**config.mk**
```make
export PLATFORM = sky130hd
export DESIGN_NAME = caod_decode
export DESIGN_NICKNAME = d
export VERILOG_FILES = /design/src/inc/caod_pkg.sv /design/src/inc/caod_sel_if.sv /design/src/verilog/caod_field_dec.sv /design/src/verilog/caod_decode.sv
export SDC_FILE = /design/constraint.sdc
export NUM_CORES = 1
export LEC_CHECK = 0
export ABC_AREA = 1
export BUFFER_PORTS_ARGS = -buffer_cell sky130_fd_sc_hd__buf_2
export CAP_MARGIN = 20
export CORE_MARGIN = 2
export CORE_UTILIZATION = 30
export CTS_CLUSTER_SIZE = 40
export DETAILED_ROUTE_END_ITERATION = 6
export PLACE_DENSITY = 0.48
export SYNTH_ARGS = -nofsm -noshare
export SYNTH_HDL_FRONTEND = slang
export SYNTH_SLANG_ARGS = --single-unit
```
**constraint.sdc**
```tcl
create_clock -name sys_clk -period 7.2 [get_ports sys_clk]
set_input_delay 1.08 -clock sys_clk [delete_from_list [all_inputs] [get_ports sys_clk]]
set_output_delay 1.08 -clock sys_clk [all_outputs]
set_load 0.01 [all_outputs]
```
**src/inc/caod_pkg.sv**
```systemverilog
package caod_pkg;

  // Field positions inside the 32-bit instruction word.
  localparam int unsigned FLD_HI_LSB   = 16;
  localparam int unsigned FLD_MID_LSB  = 21;
  localparam int unsigned FLD_IDX_LSB  = 0;
  localparam int unsigned FLD_PTR_LSB  = 5;
  localparam int unsigned FLD_REV_BIT  = 10;
  localparam int unsigned FLD_DIR_BIT  = 24;
  localparam int unsigned FLD_SIZE_LSB = 22;
  localparam int unsigned FLD_UPB_LSB  = 21;
  localparam int unsigned IMM16_W      = 16;
  localparam int unsigned IMM24_W      = 24;
  localparam int unsigned UPB_W        = 8;

  // Operand kinds produced by the decoder.
  typedef enum logic [3:0] {
    CAOD_K_ZERO  = 4'h0,
    CAOD_K_GPR   = 4'h1,
    CAOD_K_PC    = 4'h2,
    CAOD_K_DEC   = 4'h3,
    CAOD_K_INC   = 4'h4,
    CAOD_K_SIN   = 4'h5,
    CAOD_K_SOUT  = 4'h6,
    CAOD_K_FUC   = 4'h7,
    CAOD_K_IOC   = 4'h8,
    CAOD_K_VTP   = 4'h9,
    CAOD_K_SPC   = 4'hA,
    CAOD_K_FMT7C = 4'hB,
    CAOD_K_RSVD  = 4'hF
  } caod_kind_e;

  // Register-direct I/O targets.
  typedef enum logic [3:0] {
    CAOD_IO_NONE = 4'h0,
    CAOD_IO_SRX  = 4'h1,
    CAOD_IO_STX  = 4'h2,
    CAOD_IO_PDW  = 4'h3,
    CAOD_IO_PIOP = 4'h4,
    CAOD_IO_PDW2 = 4'h5,
    CAOD_IO_PIW  = 4'h6,
    CAOD_IO_PCW  = 4'h7,
    CAOD_IO_BKP  = 4'h8
  } caod_io_e;

  // Data move sizes.
  typedef enum logic [1:0] {
    CAOD_SZ_HIB  = 2'h0,
    CAOD_SZ_LOB  = 2'h1,
    CAOD_SZ_INT  = 2'h2,
    CAOD_SZ_WORD = 2'h3
  } caod_size_e;

  // Step magnitudes for float, integer and byte.
  localparam logic [2:0] STEP_FLT  = 3'h4;
  localparam logic [2:0] STEP_INT  = 3'h2;
  localparam logic [2:0] STEP_BYTE = 3'h1;

  // Select codes.
  localparam logic [4:0] C_ZERO_A = 5'h00;
  localparam logic [4:0] C_R14    = 5'h0E;
  localparam logic [4:0] C_PC     = 5'h0F;
  localparam logic [4:0] C_ZERO_B = 5'h10;
  localparam logic [4:0] C_R15    = 5'h11;
  localparam logic [4:0] C_R19    = 5'h15;
  localparam logic [4:0] C_DEC    = 5'h16;
  localparam logic [4:0] C_INC    = 5'h17;
  localparam logic [4:0] C_SIN    = 5'h18;
  localparam logic [4:0] C_SOUT   = 5'h19;
  localparam logic [4:0] C_FUC    = 5'h1A;
  localparam logic [4:0] C_IOC    = 5'h1B;
  localparam logic [4:0] C_VTP    = 5'h1D;
  localparam logic [4:0] C_SPC    = 5'h1E;
  localparam logic [4:0] C_IO_SRX  = 5'h04;
  localparam logic [4:0] C_IO_STX  = 5'h05;
  localparam logic [4:0] C_IO_PDW  = 5'h06;
  localparam logic [4:0] C_IO_BKP  = 5'h0A;
  localparam logic [4:0] C_IO_PIOP = 5'h0E;
  localparam logic [4:0] C_IO_PDW2 = 5'h14;
  localparam logic [4:0] C_IO_PIW  = 5'h16;
  localparam logic [4:0] C_IO_PCW  = 5'h1E;

endpackage

```
**src/inc/caod_sel_if.sv**
```systemverilog
`timescale 1ns/1ps
`default_nettype none
// Carries one register-select field and its decoded meaning.
interface caod_sel_if;
  logic [4:0]          code;
  logic [1:0]          mode;
  logic [1:0]          size;
  caod_pkg::caod_kind_e kind;
  logic [4:0]          gpr;
  logic signed [3:0]   step;
  modport dec (input code, input mode, input size, output kind, output gpr, output step);
  modport use_ (output code, output mode, output size, input kind, input gpr, input step);
endinterface
`default_nettype wire

```
**src/verilog/caod_field_dec.sv**
```systemverilog
`timescale 1ns/1ps
`default_nettype none
// Combinational decoder for one five-bit select field; mode 0 = S/D/M/H,
// mode 1 = pointer field, mode 2 = index field.
module caod_field_dec (
  caod_sel_if.dec s
);

  // General register number for the two register ranges.
  function automatic logic [4:0] gpr_num(input logic [4:0] c);
    if (c >= 5'h01 && c <= caod_pkg::C_R14) begin
      gpr_num = c;
    end else begin
      gpr_num = 5'(c - 5'h02);
    end
  endfunction

  wire logic       low_rng  = (s.code >= 5'h01) && (s.code <= caod_pkg::C_R14);
  wire logic       high_rng = (s.code >= caod_pkg::C_R15) && (s.code <= caod_pkg::C_R19);
  wire logic       is_sel   = (s.mode == 2'h0);
  wire logic       is_ptr   = (s.mode == 2'h1);
  // A full word steps as float, an integer by two and either byte size by one.
  wire logic [2:0] mag      = (s.size == 2'h3) ? caod_pkg::STEP_FLT :
                              (s.size == 2'h2) ? caod_pkg::STEP_INT : caod_pkg::STEP_BYTE;

  // Index field has no float step, so a full word steps like an integer.
  wire logic [2:0] idx_mag  = s.size[1] ? caod_pkg::STEP_INT : caod_pkg::STEP_BYTE;
  wire logic [2:0] use_mag  = is_sel ? mag : idx_mag;

  // Kind selection per field mode.
  always_comb begin
    s.kind = caod_pkg::CAOD_K_RSVD;
    s.gpr  = 5'h00;
    s.step = 4'sh0;
    if (low_rng || high_rng) begin
      s.kind = caod_pkg::CAOD_K_GPR;
      s.gpr  = gpr_num(s.code);
    end else begin
      case (s.code)
        caod_pkg::C_ZERO_A: begin
          s.kind = is_sel ? caod_pkg::CAOD_K_ZERO :
                   is_ptr ? caod_pkg::CAOD_K_FMT7C : caod_pkg::CAOD_K_RSVD;
        end
        caod_pkg::C_ZERO_B: begin
          s.kind = is_ptr ? caod_pkg::CAOD_K_RSVD : caod_pkg::CAOD_K_ZERO;
        end
        caod_pkg::C_PC: begin
          s.kind = is_sel ? caod_pkg::CAOD_K_PC : caod_pkg::CAOD_K_RSVD;
        end
        caod_pkg::C_DEC: begin
          s.kind = is_ptr ? caod_pkg::CAOD_K_RSVD : caod_pkg::CAOD_K_DEC;
          s.step = is_ptr ? 4'sh0 : -$signed({1'b0, use_mag});
        end
        caod_pkg::C_INC: begin
          s.kind = is_ptr ? caod_pkg::CAOD_K_RSVD : caod_pkg::CAOD_K_INC;
          s.step = is_ptr ? 4'sh0 : $signed({1'b0, use_mag});
        end
        caod_pkg::C_SIN: begin
          s.kind = caod_pkg::CAOD_K_SIN;
        end
        caod_pkg::C_SOUT: begin
          s.kind = caod_pkg::CAOD_K_SOUT;
        end
        caod_pkg::C_FUC: begin
          s.kind = is_sel ? caod_pkg::CAOD_K_FUC : caod_pkg::CAOD_K_RSVD;
        end
        caod_pkg::C_IOC: begin
          s.kind = is_sel ? caod_pkg::CAOD_K_IOC : caod_pkg::CAOD_K_RSVD;
        end
        caod_pkg::C_VTP: begin
          s.kind = caod_pkg::CAOD_K_VTP;
        end
        caod_pkg::C_SPC: begin
          s.kind = is_sel ? caod_pkg::CAOD_K_SPC : caod_pkg::CAOD_K_RSVD;
        end
        default: begin
          s.kind = caod_pkg::CAOD_K_RSVD;
        end
      endcase
    end
  end

endmodule
`default_nettype wire

```
**src/verilog/caod_decode.sv**
```systemverilog
// Behaviour
// - Select codes 0 and 16 give zero, 1-14/17-21 registers, 15 program counter.
// - Select codes 22/23 give size-based steps; 24-27, 29, 30 special registers.
// - Pointer codes pick registers and pointers; code 0 selects register-direct I/O.
// - Index code 16 is zero, 22/23 are steps, 0 reserved.
// - Reverse flag selects bit-reversed pointer update with the index register.
// - Sixteen-bit immediate is data or a memory address by format.
// - Upper immediate byte sits above the sixteen-bit immediate as one value.
// - Register-direct codes select seven I/O registers; other codes reserved.
// - Register-direct code 10 is the breakpoint access, not a register.
// - Size field selects high byte, low byte, integer or full word.
// - Direction bit 0 loads register from memory, 1 stores to memory.
`timescale 1ns/1ps
`default_nettype none
module caod_decode (
  input  wire logic                 sys_clk,
  input  wire logic                 rst,
  input  wire logic                 ce,
  input  wire logic                 instr_valid,
  input  wire logic [31:0]          instr,
  input  wire logic                 is_move_fmt,
  input  wire logic                 is_ptr_fmt,
  input  wire logic                 imm_is_addr,
  input  wire logic                 is_imm24,
  output logic                      dec_valid,
  output caod_pkg::caod_kind_e      dst_kind,
  output logic [4:0]                dst_gpr,
  output logic signed [3:0]         dst_step,
  output caod_pkg::caod_kind_e      src_kind,
  output logic [4:0]                src_gpr,
  output logic signed [3:0]         src_step,
  output caod_pkg::caod_kind_e      ptr_kind,
  output logic [4:0]                ptr_gpr,
  output caod_pkg::caod_kind_e      idx_kind,
  output logic [4:0]                idx_gpr,
  output logic signed [3:0]         idx_step,
  output caod_pkg::caod_io_e        io_sel,
  output logic                      bit_reverse,
  output caod_pkg::caod_size_e      move_size,
  output logic                      move_store,
  output logic [23:0]               imm_data,
  output logic [23:0]               mem_addr,
  output logic                      illegal,
  output logic                      reg_write_ok
);

  // Field extraction.
  wire logic [4:0] f_hi   = instr[caod_pkg::FLD_HI_LSB +: 5];
  wire logic [4:0] f_mid  = instr[caod_pkg::FLD_MID_LSB +: 5];
  wire logic [4:0] f_ptr  = instr[caod_pkg::FLD_PTR_LSB +: 5];
  wire logic [4:0] f_idx  = instr[caod_pkg::FLD_IDX_LSB +: 5];
  wire logic [1:0] f_size = instr[caod_pkg::FLD_SIZE_LSB +: 2];
  wire logic       f_dir  = instr[caod_pkg::FLD_DIR_BIT];
  wire logic       f_rev  = instr[caod_pkg::FLD_REV_BIT];
  wire logic [15:0] f_n   = instr[0 +: caod_pkg::IMM16_W];
  wire logic [7:0]  f_ne  = instr[caod_pkg::FLD_UPB_LSB +: caod_pkg::UPB_W];

  caod_sel_if dsel ();
  caod_sel_if ssel ();
  caod_sel_if psel ();
  caod_sel_if isel ();

  // Destination is the H field; source is the M field.
  assign dsel.code = f_hi;
  assign dsel.mode = 2'h0;
  assign dsel.size = f_size;
  assign ssel.code = f_mid;
  assign ssel.mode = 2'h0;
  assign ssel.size = f_size;
  assign psel.code = f_ptr;
  assign psel.mode = 2'h1;
  assign psel.size = f_size;
  assign isel.code = f_idx;
  assign isel.mode = 2'h2;
  assign isel.size = f_size;

  caod_field_dec u_dst (.s(dsel));
  caod_field_dec u_src (.s(ssel));
  caod_field_dec u_ptr (.s(psel));
  caod_field_dec u_idx (.s(isel));

  // Register-direct decode when the pointer field is zero.
  wire logic io_fmt = is_move_fmt && (psel.kind == caod_pkg::CAOD_K_FMT7C);
  wire caod_pkg::caod_io_e io_dec =
    (f_idx == caod_pkg::C_IO_SRX)  ? caod_pkg::CAOD_IO_SRX  :
    (f_idx == caod_pkg::C_IO_STX)  ? caod_pkg::CAOD_IO_STX  :
    (f_idx == caod_pkg::C_IO_PDW)  ? caod_pkg::CAOD_IO_PDW  :
    (f_idx == caod_pkg::C_IO_PIOP) ? caod_pkg::CAOD_IO_PIOP :
    (f_idx == caod_pkg::C_IO_PDW2) ? caod_pkg::CAOD_IO_PDW2 :
    (f_idx == caod_pkg::C_IO_PIW)  ? caod_pkg::CAOD_IO_PIW  :
    (f_idx == caod_pkg::C_IO_PCW)  ? caod_pkg::CAOD_IO_PCW  :
    (f_idx == caod_pkg::C_IO_BKP)  ? caod_pkg::CAOD_IO_BKP  : caod_pkg::CAOD_IO_NONE;
  wire caod_pkg::caod_io_e next_io_sel = io_fmt ? io_dec : caod_pkg::CAOD_IO_NONE;

  // Reserved-code detection across every field in use.
  wire logic sel_bad = (dsel.kind == caod_pkg::CAOD_K_RSVD) ||
                       (!is_move_fmt && ssel.kind == caod_pkg::CAOD_K_RSVD);
  wire logic ptr_bad = is_move_fmt && is_ptr_fmt && !io_fmt &&
                       (psel.kind == caod_pkg::CAOD_K_RSVD ||
                        isel.kind == caod_pkg::CAOD_K_RSVD);
  wire logic io_bad  = io_fmt && (io_dec == caod_pkg::CAOD_IO_NONE ||
                                  io_dec == caod_pkg::CAOD_IO_BKP);
  wire logic next_illegal = sel_bad || ptr_bad || io_bad;

  // Immediate assembly.
  wire logic [23:0] imm_cat = is_imm24 ? {f_ne, f_n} : {8'h00, f_n};

  // Decoded outputs are registered; clock enable freezes all state.
  always_ff @(posedge sys_clk or posedge rst) begin
    if (rst) begin
      dec_valid <= 1'b0;
      illegal   <= 1'b0;
      imm_data  <= 24'h000000;
      mem_addr  <= 24'h000000;
    end else if (ce) begin
      dec_valid <= instr_valid;
      illegal   <= instr_valid && next_illegal;
      imm_data  <= imm_is_addr ? 24'h000000 : imm_cat;
      mem_addr  <= imm_is_addr ? imm_cat : 24'h000000;
    end
  end

  // Operand descriptors.
  always_ff @(posedge sys_clk or posedge rst) begin
    if (rst) begin
      dst_kind <= caod_pkg::CAOD_K_ZERO;
      dst_gpr  <= 5'h00;
      dst_step <= 4'sh0;
      src_kind <= caod_pkg::CAOD_K_ZERO;
      src_gpr  <= 5'h00;
      src_step <= 4'sh0;
    end else if (ce) begin
      dst_kind <= dsel.kind;
      dst_gpr  <= dsel.gpr;
      dst_step <= dsel.step;
      src_kind <= ssel.kind;
      src_gpr  <= ssel.gpr;
      src_step <= ssel.step;
    end
  end

  // Pointer, index and move controls.
  always_ff @(posedge sys_clk or posedge rst) begin
    if (rst) begin
      ptr_kind    <= caod_pkg::CAOD_K_ZERO;
      ptr_gpr     <= 5'h00;
      idx_kind    <= caod_pkg::CAOD_K_ZERO;
      idx_gpr     <= 5'h00;
      idx_step    <= 4'sh0;
      io_sel      <= caod_pkg::CAOD_IO_NONE;
      bit_reverse <= 1'b0;
      move_size   <= caod_pkg::CAOD_SZ_HIB;
      move_store  <= 1'b0;
    end else if (ce) begin
      ptr_kind    <= psel.kind;
      ptr_gpr     <= psel.gpr;
      idx_kind    <= isel.kind;
      idx_gpr     <= isel.gpr;
      idx_step    <= isel.step;
      io_sel      <= next_io_sel;
      bit_reverse <= is_ptr_fmt && f_rev;
      move_size   <= caod_pkg::caod_size_e'(f_size);
      move_store  <= f_dir;
    end
  end

  // Register writes are allowed only for legal, valid instructions.
  assign reg_write_ok = dec_valid && !illegal;

  // Checks start only on edges where reset was already low, as the flops saw it.
  wire logic ce_live = ce && !rst;

  // Reserved codes must raise the illegal flag one cycle later.
  property p_illegal_flag;
    @(posedge sys_clk) disable iff (rst)
      (ce_live && instr_valid && next_illegal) |=> illegal;
  endproperty
  a_illegal_flag_set: assert property (p_illegal_flag)
    else $error("reserved code did not flag illegal");

  a_no_write_illegal: assert property (@(posedge sys_clk) disable iff (rst)
    (ce_live && !(instr_valid && !next_illegal)) |=> !reg_write_ok)
    else $error("write allowed on illegal code");

  a_pc_select: assert property (@(posedge sys_clk) disable iff (rst)
    (ce_live && f_hi == caod_pkg::C_PC) |=> dst_kind == caod_pkg::CAOD_K_PC)
    else $error("program counter code misdecoded");

  a_step_sign: assert property (@(posedge sys_clk) disable iff (rst)
    (ce_live && f_hi == caod_pkg::C_DEC && f_size == 2'h3) |=> dst_step == -4'sh4)
    else $error("float decrement step wrong");

  a_ptr_io_fmt: assert property (@(posedge sys_clk) disable iff (rst)
    (ce_live && f_ptr == 5'h00) |=> ptr_kind == caod_pkg::CAOD_K_FMT7C)
    else $error("pointer zero did not select io format");

  a_idx_zero: assert property (@(posedge sys_clk) disable iff (rst)
    (ce_live && f_idx == caod_pkg::C_ZERO_B) |=> idx_kind == caod_pkg::CAOD_K_ZERO)
    else $error("index zero code misdecoded");

  a_rev_flag: assert property (@(posedge sys_clk) disable iff (rst)
    (ce_live && is_ptr_fmt) |=> bit_reverse == $past(f_rev))
    else $error("bit reverse flag not followed");

  a_imm24_cat: assert property (@(posedge sys_clk) disable iff (rst)
    (ce_live && is_imm24 && !imm_is_addr) |=> imm_data[23:16] == $past(f_ne))
    else $error("upper immediate byte misplaced");

  a_bkp_reserved: assert property (@(posedge sys_clk) disable iff (rst)
    (ce_live && instr_valid && io_fmt && f_idx == caod_pkg::C_IO_BKP) |=> illegal)
    else $error("breakpoint code treated as register");

endmodule
`default_nettype wire

```
==> impl_metrics.csv <==
group,metric,value,unit
global_route,grt.total_usage,16.3,%
outcome,run_status,"finished clean",
sta,grt_setup_unrepaired,"false",
min_path,hp-class,"flop to flop",
setup_path,r2r_start,"src_kind[1]",
global_route,overflow,0,
sta,setup_viol,0,
clock_network,cts_sinks,105,
sta,hold_viol_final,0,
place,routabilityCongestion,0.869,
final_layout,area_growth,22.2,%
route,firstDrtPassIters,5,
logic_synthesis,synth.distinct_cells,39,
clock_network,post_cts_buffers,0,
sta,fin_ws,4.01,ns
clock_network,cts_tree,"built",
clock_network,cts_root_buf,"clkbuf_16",
pwr,pwr-share-comb,17.9,%
sta,max_freq,313,MHz
route,wl_met1,7.12,mm
clock_network,path_clk_slew,0.08,ns
logic_synthesis,ys_ff_latch,105,
logic_synthesis,ys_warn_count,0,
route,dr_wl_met2,6.80,mm
setup_path,rr_endpoint,"src_kind[1]",
floorplanning,core,0.0174,mm²
setup_path,critPathLaunchType,"primary input",
sta,slew_viol_final,0,
global_route,antenna_found_initial,0,
setup_path,crit_start,"ce",
floorplanning,start_util,30.8,%
place,place_worst_setup_slack,3.61,ns
pwr,switching_share,31.0,%
clock_network,clock_path_buffers,2,
final_layout,antenna_cells,0,
job,drv_cap,0,
floorplanning,io_pins,147,
route,num_vias,4962,
clock_network,holdBufCountCts,0,
pwr,powerDensity,213,mW/mm²
sta,fin_crit_sh,44.4,%
route,met3_length,1.02,mm
sta,timing.slew.headroom,42.6,%
route,viasPerCell,4.78,
sta,tns,0,ns
pwr,p_seq_share,47.4,%
clock_network,cts_resized,0,
global_route,grt_pass1_wl,24.1,mm
setup_path,setup.worst_path.end_class,"flop",
clock_network,htree_num_levels,3,
min_path,whs_endpoint,"imm_data[7]",
final_layout,fill_cells,1888,
route,wire_per_inst,14.7,µm
setup_path,r2r_setup_slack,6.44,ns
global_route,grt_pass1_vias,4746,
route,postRouteAntennaNets,0,
sta,min_period,3.19,ns
pwr,leakagePower,0.00353,µW
place,io_buffers,143,
place,hpwl,11.1,mm
setup_path,worstPathArrival,3.46,ns
sta,whs,0.478,ns
min_path,min_from,"imm_data[7]",
pwr,p_switching,432,µW
pwr,ir_drop,0.0996,mV
setup_path,cp_max_fo,52,
clock_network,cts_buffers,9,
sta,worst_clock_skew,0,ns
setup_path,critical_path_class,"primary input to flop",
floorplanning,dieArea,0.0190,mm²
route,top_layer,"met4",
route,post-route-drc-count,0,
clock_network,clock_latency,0.35,ns
final_layout,drive_gt1_share,23.8,%
logic_synthesis,synth_cells,679,
min_path,hold_depth,2,
setup_path,rr_worst_depth,1,
route,wl,15.3,mm
logic_synthesis,syn-num-nets,736,
final_layout,finalNetCount,866,
global_route,grt_max_degree,68,
floorplanning,num_rows,48,
logic_synthesis,yosysSeqAreaShare,48.9,%
logic_synthesis,avgSynthCellArea,7.91,µm²
route,drtIter0Drc,276,
pwr,p_int,963,µW
logic_synthesis,syn_area,0.00537,mm²
pwr,clock_power_share,34.7,%
floorplanning,dieHeight,138,µm
floorplanning,die_w,138,µm
sta,tightest_slew,0.861,ns
setup_path,cp.required,7.47,ns
## metrics by stage
stage | utilization (%) | total power (µW) | instances | cell area [µm²]
6_report | 37.7 | 1390 | 1039 | 6560
5_1_grt | 37.7 | 1480 | 1039 | 6560
4_1_cts | 37.7 | 1420 | 1039 | 6560
3_5_place_dp | 36.0 | 926 | 1023 | 6270
3_3_place_gp | 36.0 | 921 | 1023 | 6270
2_1_floorplan | - | 817 | 679 | 5370
## worst max-delay path: stages
cell	delay [ns]
buf_2	0.54
clkinv_2	0.78
or2_2	0.76
o21ai_0	0.25
## worst max path at each step
stage | to | slack (ns)
4_1_cts | imm_data[17] | 3.99
3_5_place_dp | imm_data[2] | 3.61
2_1_floorplan | bit_reverse | 3.36
5_1_grt | imm_data[20] | 3.78
6_report | imm_data[20] | 4.01
3_3_place_gp | imm_data[1] | 3.68
## power groups by stage
stage	Sequential, µW	Clock, µW	Combinational (µW)
global placement	671	0	250
CTS	661	500	255
global route	667	527	285
finish	661	484	250
floorplan	694	0	124
detailed placement	672	0	254
## routing by layer
layer | global-route usage [%] | vias to the layer above
met1 | 22.1 | 2311
met5 | 0 | -
met2 | 25.4 | 178
met4 | 7.14 | 0
li1 | - | 2451
met3 | 3.09 | 22
## cells in the mapped netlist (all sizes together)
library cell | n | area [µm²]
nand2 | 221 | 845
dfrtp | 105 | 2630
o21ai | 96 | 484
inv | 62 | 235
nand3 | 54 | 285
nor2 | 52 | 244
clkbuf | 17 | 63.8
ha | 17 | 213
buf | 9 | 47.5
nor3 | 8 | 45.0
xor2 | 8 | 70.1
a21oi | 7 | 35.0
nand4 | 5 | 31.3
o211ai | 4 | 30.0
a211oi | 2 | 15.0
a32o | 2 | 20.0
a21boi | 1 | 7.51
a22o | 1 | 8.76
a311oi | 1 | 8.76
a31oi | 1 | 6.26
and2 | 1 | 6.26
nand3b | 1 | 7.51
nor4 | 1 | 12.5
o21bai | 1 | 7.51
o22ai | 1 | 6.26
or2 | 1 | 6.26
## final cells by class
class | instances | area, µm² | share of cell area (%)
Clock inverter | 7 | 61.3 | 0.935
Inverter | 62 | 239 | 3.64
Timing Repair Buffer | 145 | 731 | 11.1
Clock buffer | 9 | 225 | 3.43
Sequential cell | 105 | 2630 | 40.1
Multi-Input combinational cell | 486 | 2390 | 36.5
Tap cell | 225 | 282 | 4.29
## sequential cells by signal (all words and copies together), names as in the netlist
| signal | count |
|---|---|
| src_kind | 4 |
| move_size | 2 |
| dst_gpr | 5 |
| src_gpr | 5 |
| idx_step | 3 |
| bit_reverse | 1 |
| dec_valid | 1 |
| io_sel | 4 |
| dst_step | 4 |
| move_store | 1 |
| idx_kind | 4 |
| illegal | 1 |
| ptr_gpr | 5 |
| dst_kind | 4 |
| ptr_kind | 4 |
| idx_gpr | 5 |
| imm_data | 24 |
| mem_addr | 24 |
| src_step | 4 |
## kinds of logic (layout without fill, tap and decap cells)
logic type / Yosys count / after routing / synth area share, %
buffers and inverters: 88 / 223 / 6.46
xor gates and xnor gates: 8 / 8 / 1.31
DFF: 105 / 105 / 48.9
and+or+nand+nor: 344 / 344 / 27.6
adders and majority gates: 17 / 17 / 3.96
AOI/OAI and AO/OA: 117 / 117 / 11.7
## cells in the final DEF, fill, tap and decap left out, types with 2 or more instances in the layout
| master | n |
|---|---|
| buf_4 | 2 |
| nor2_1 | 44 |
| buf_2 | 143 |
| a21oi_1 | 7 |
| a211oi_1 | 2 |
| nand2_1 | 217 |
| nand2_2 | 3 |
| a32o_1 | 2 |
| nor2_2 | 4 |
| nand3_2 | 3 |
| nor3_1 | 7 |
| nor2_4 | 3 |
| dfrtp_1 | 105 |
| clkinv_2 | 3 |
| inv_1 | 48 |
| ha_1 | 17 |
| nand4_1 | 5 |
| inv_2 | 11 |
| nand3_1 | 51 |
| xor2_1 | 8 |
| clkbuf_16 | 9 |
| o211ai_1 | 4 |
| o21ai_1 | 4 |
| inv_4 | 2 |
| o21ai_0 | 91 |
| inv_8 | 3 |
Note: power is estimated with default switching activity, not from simulation.
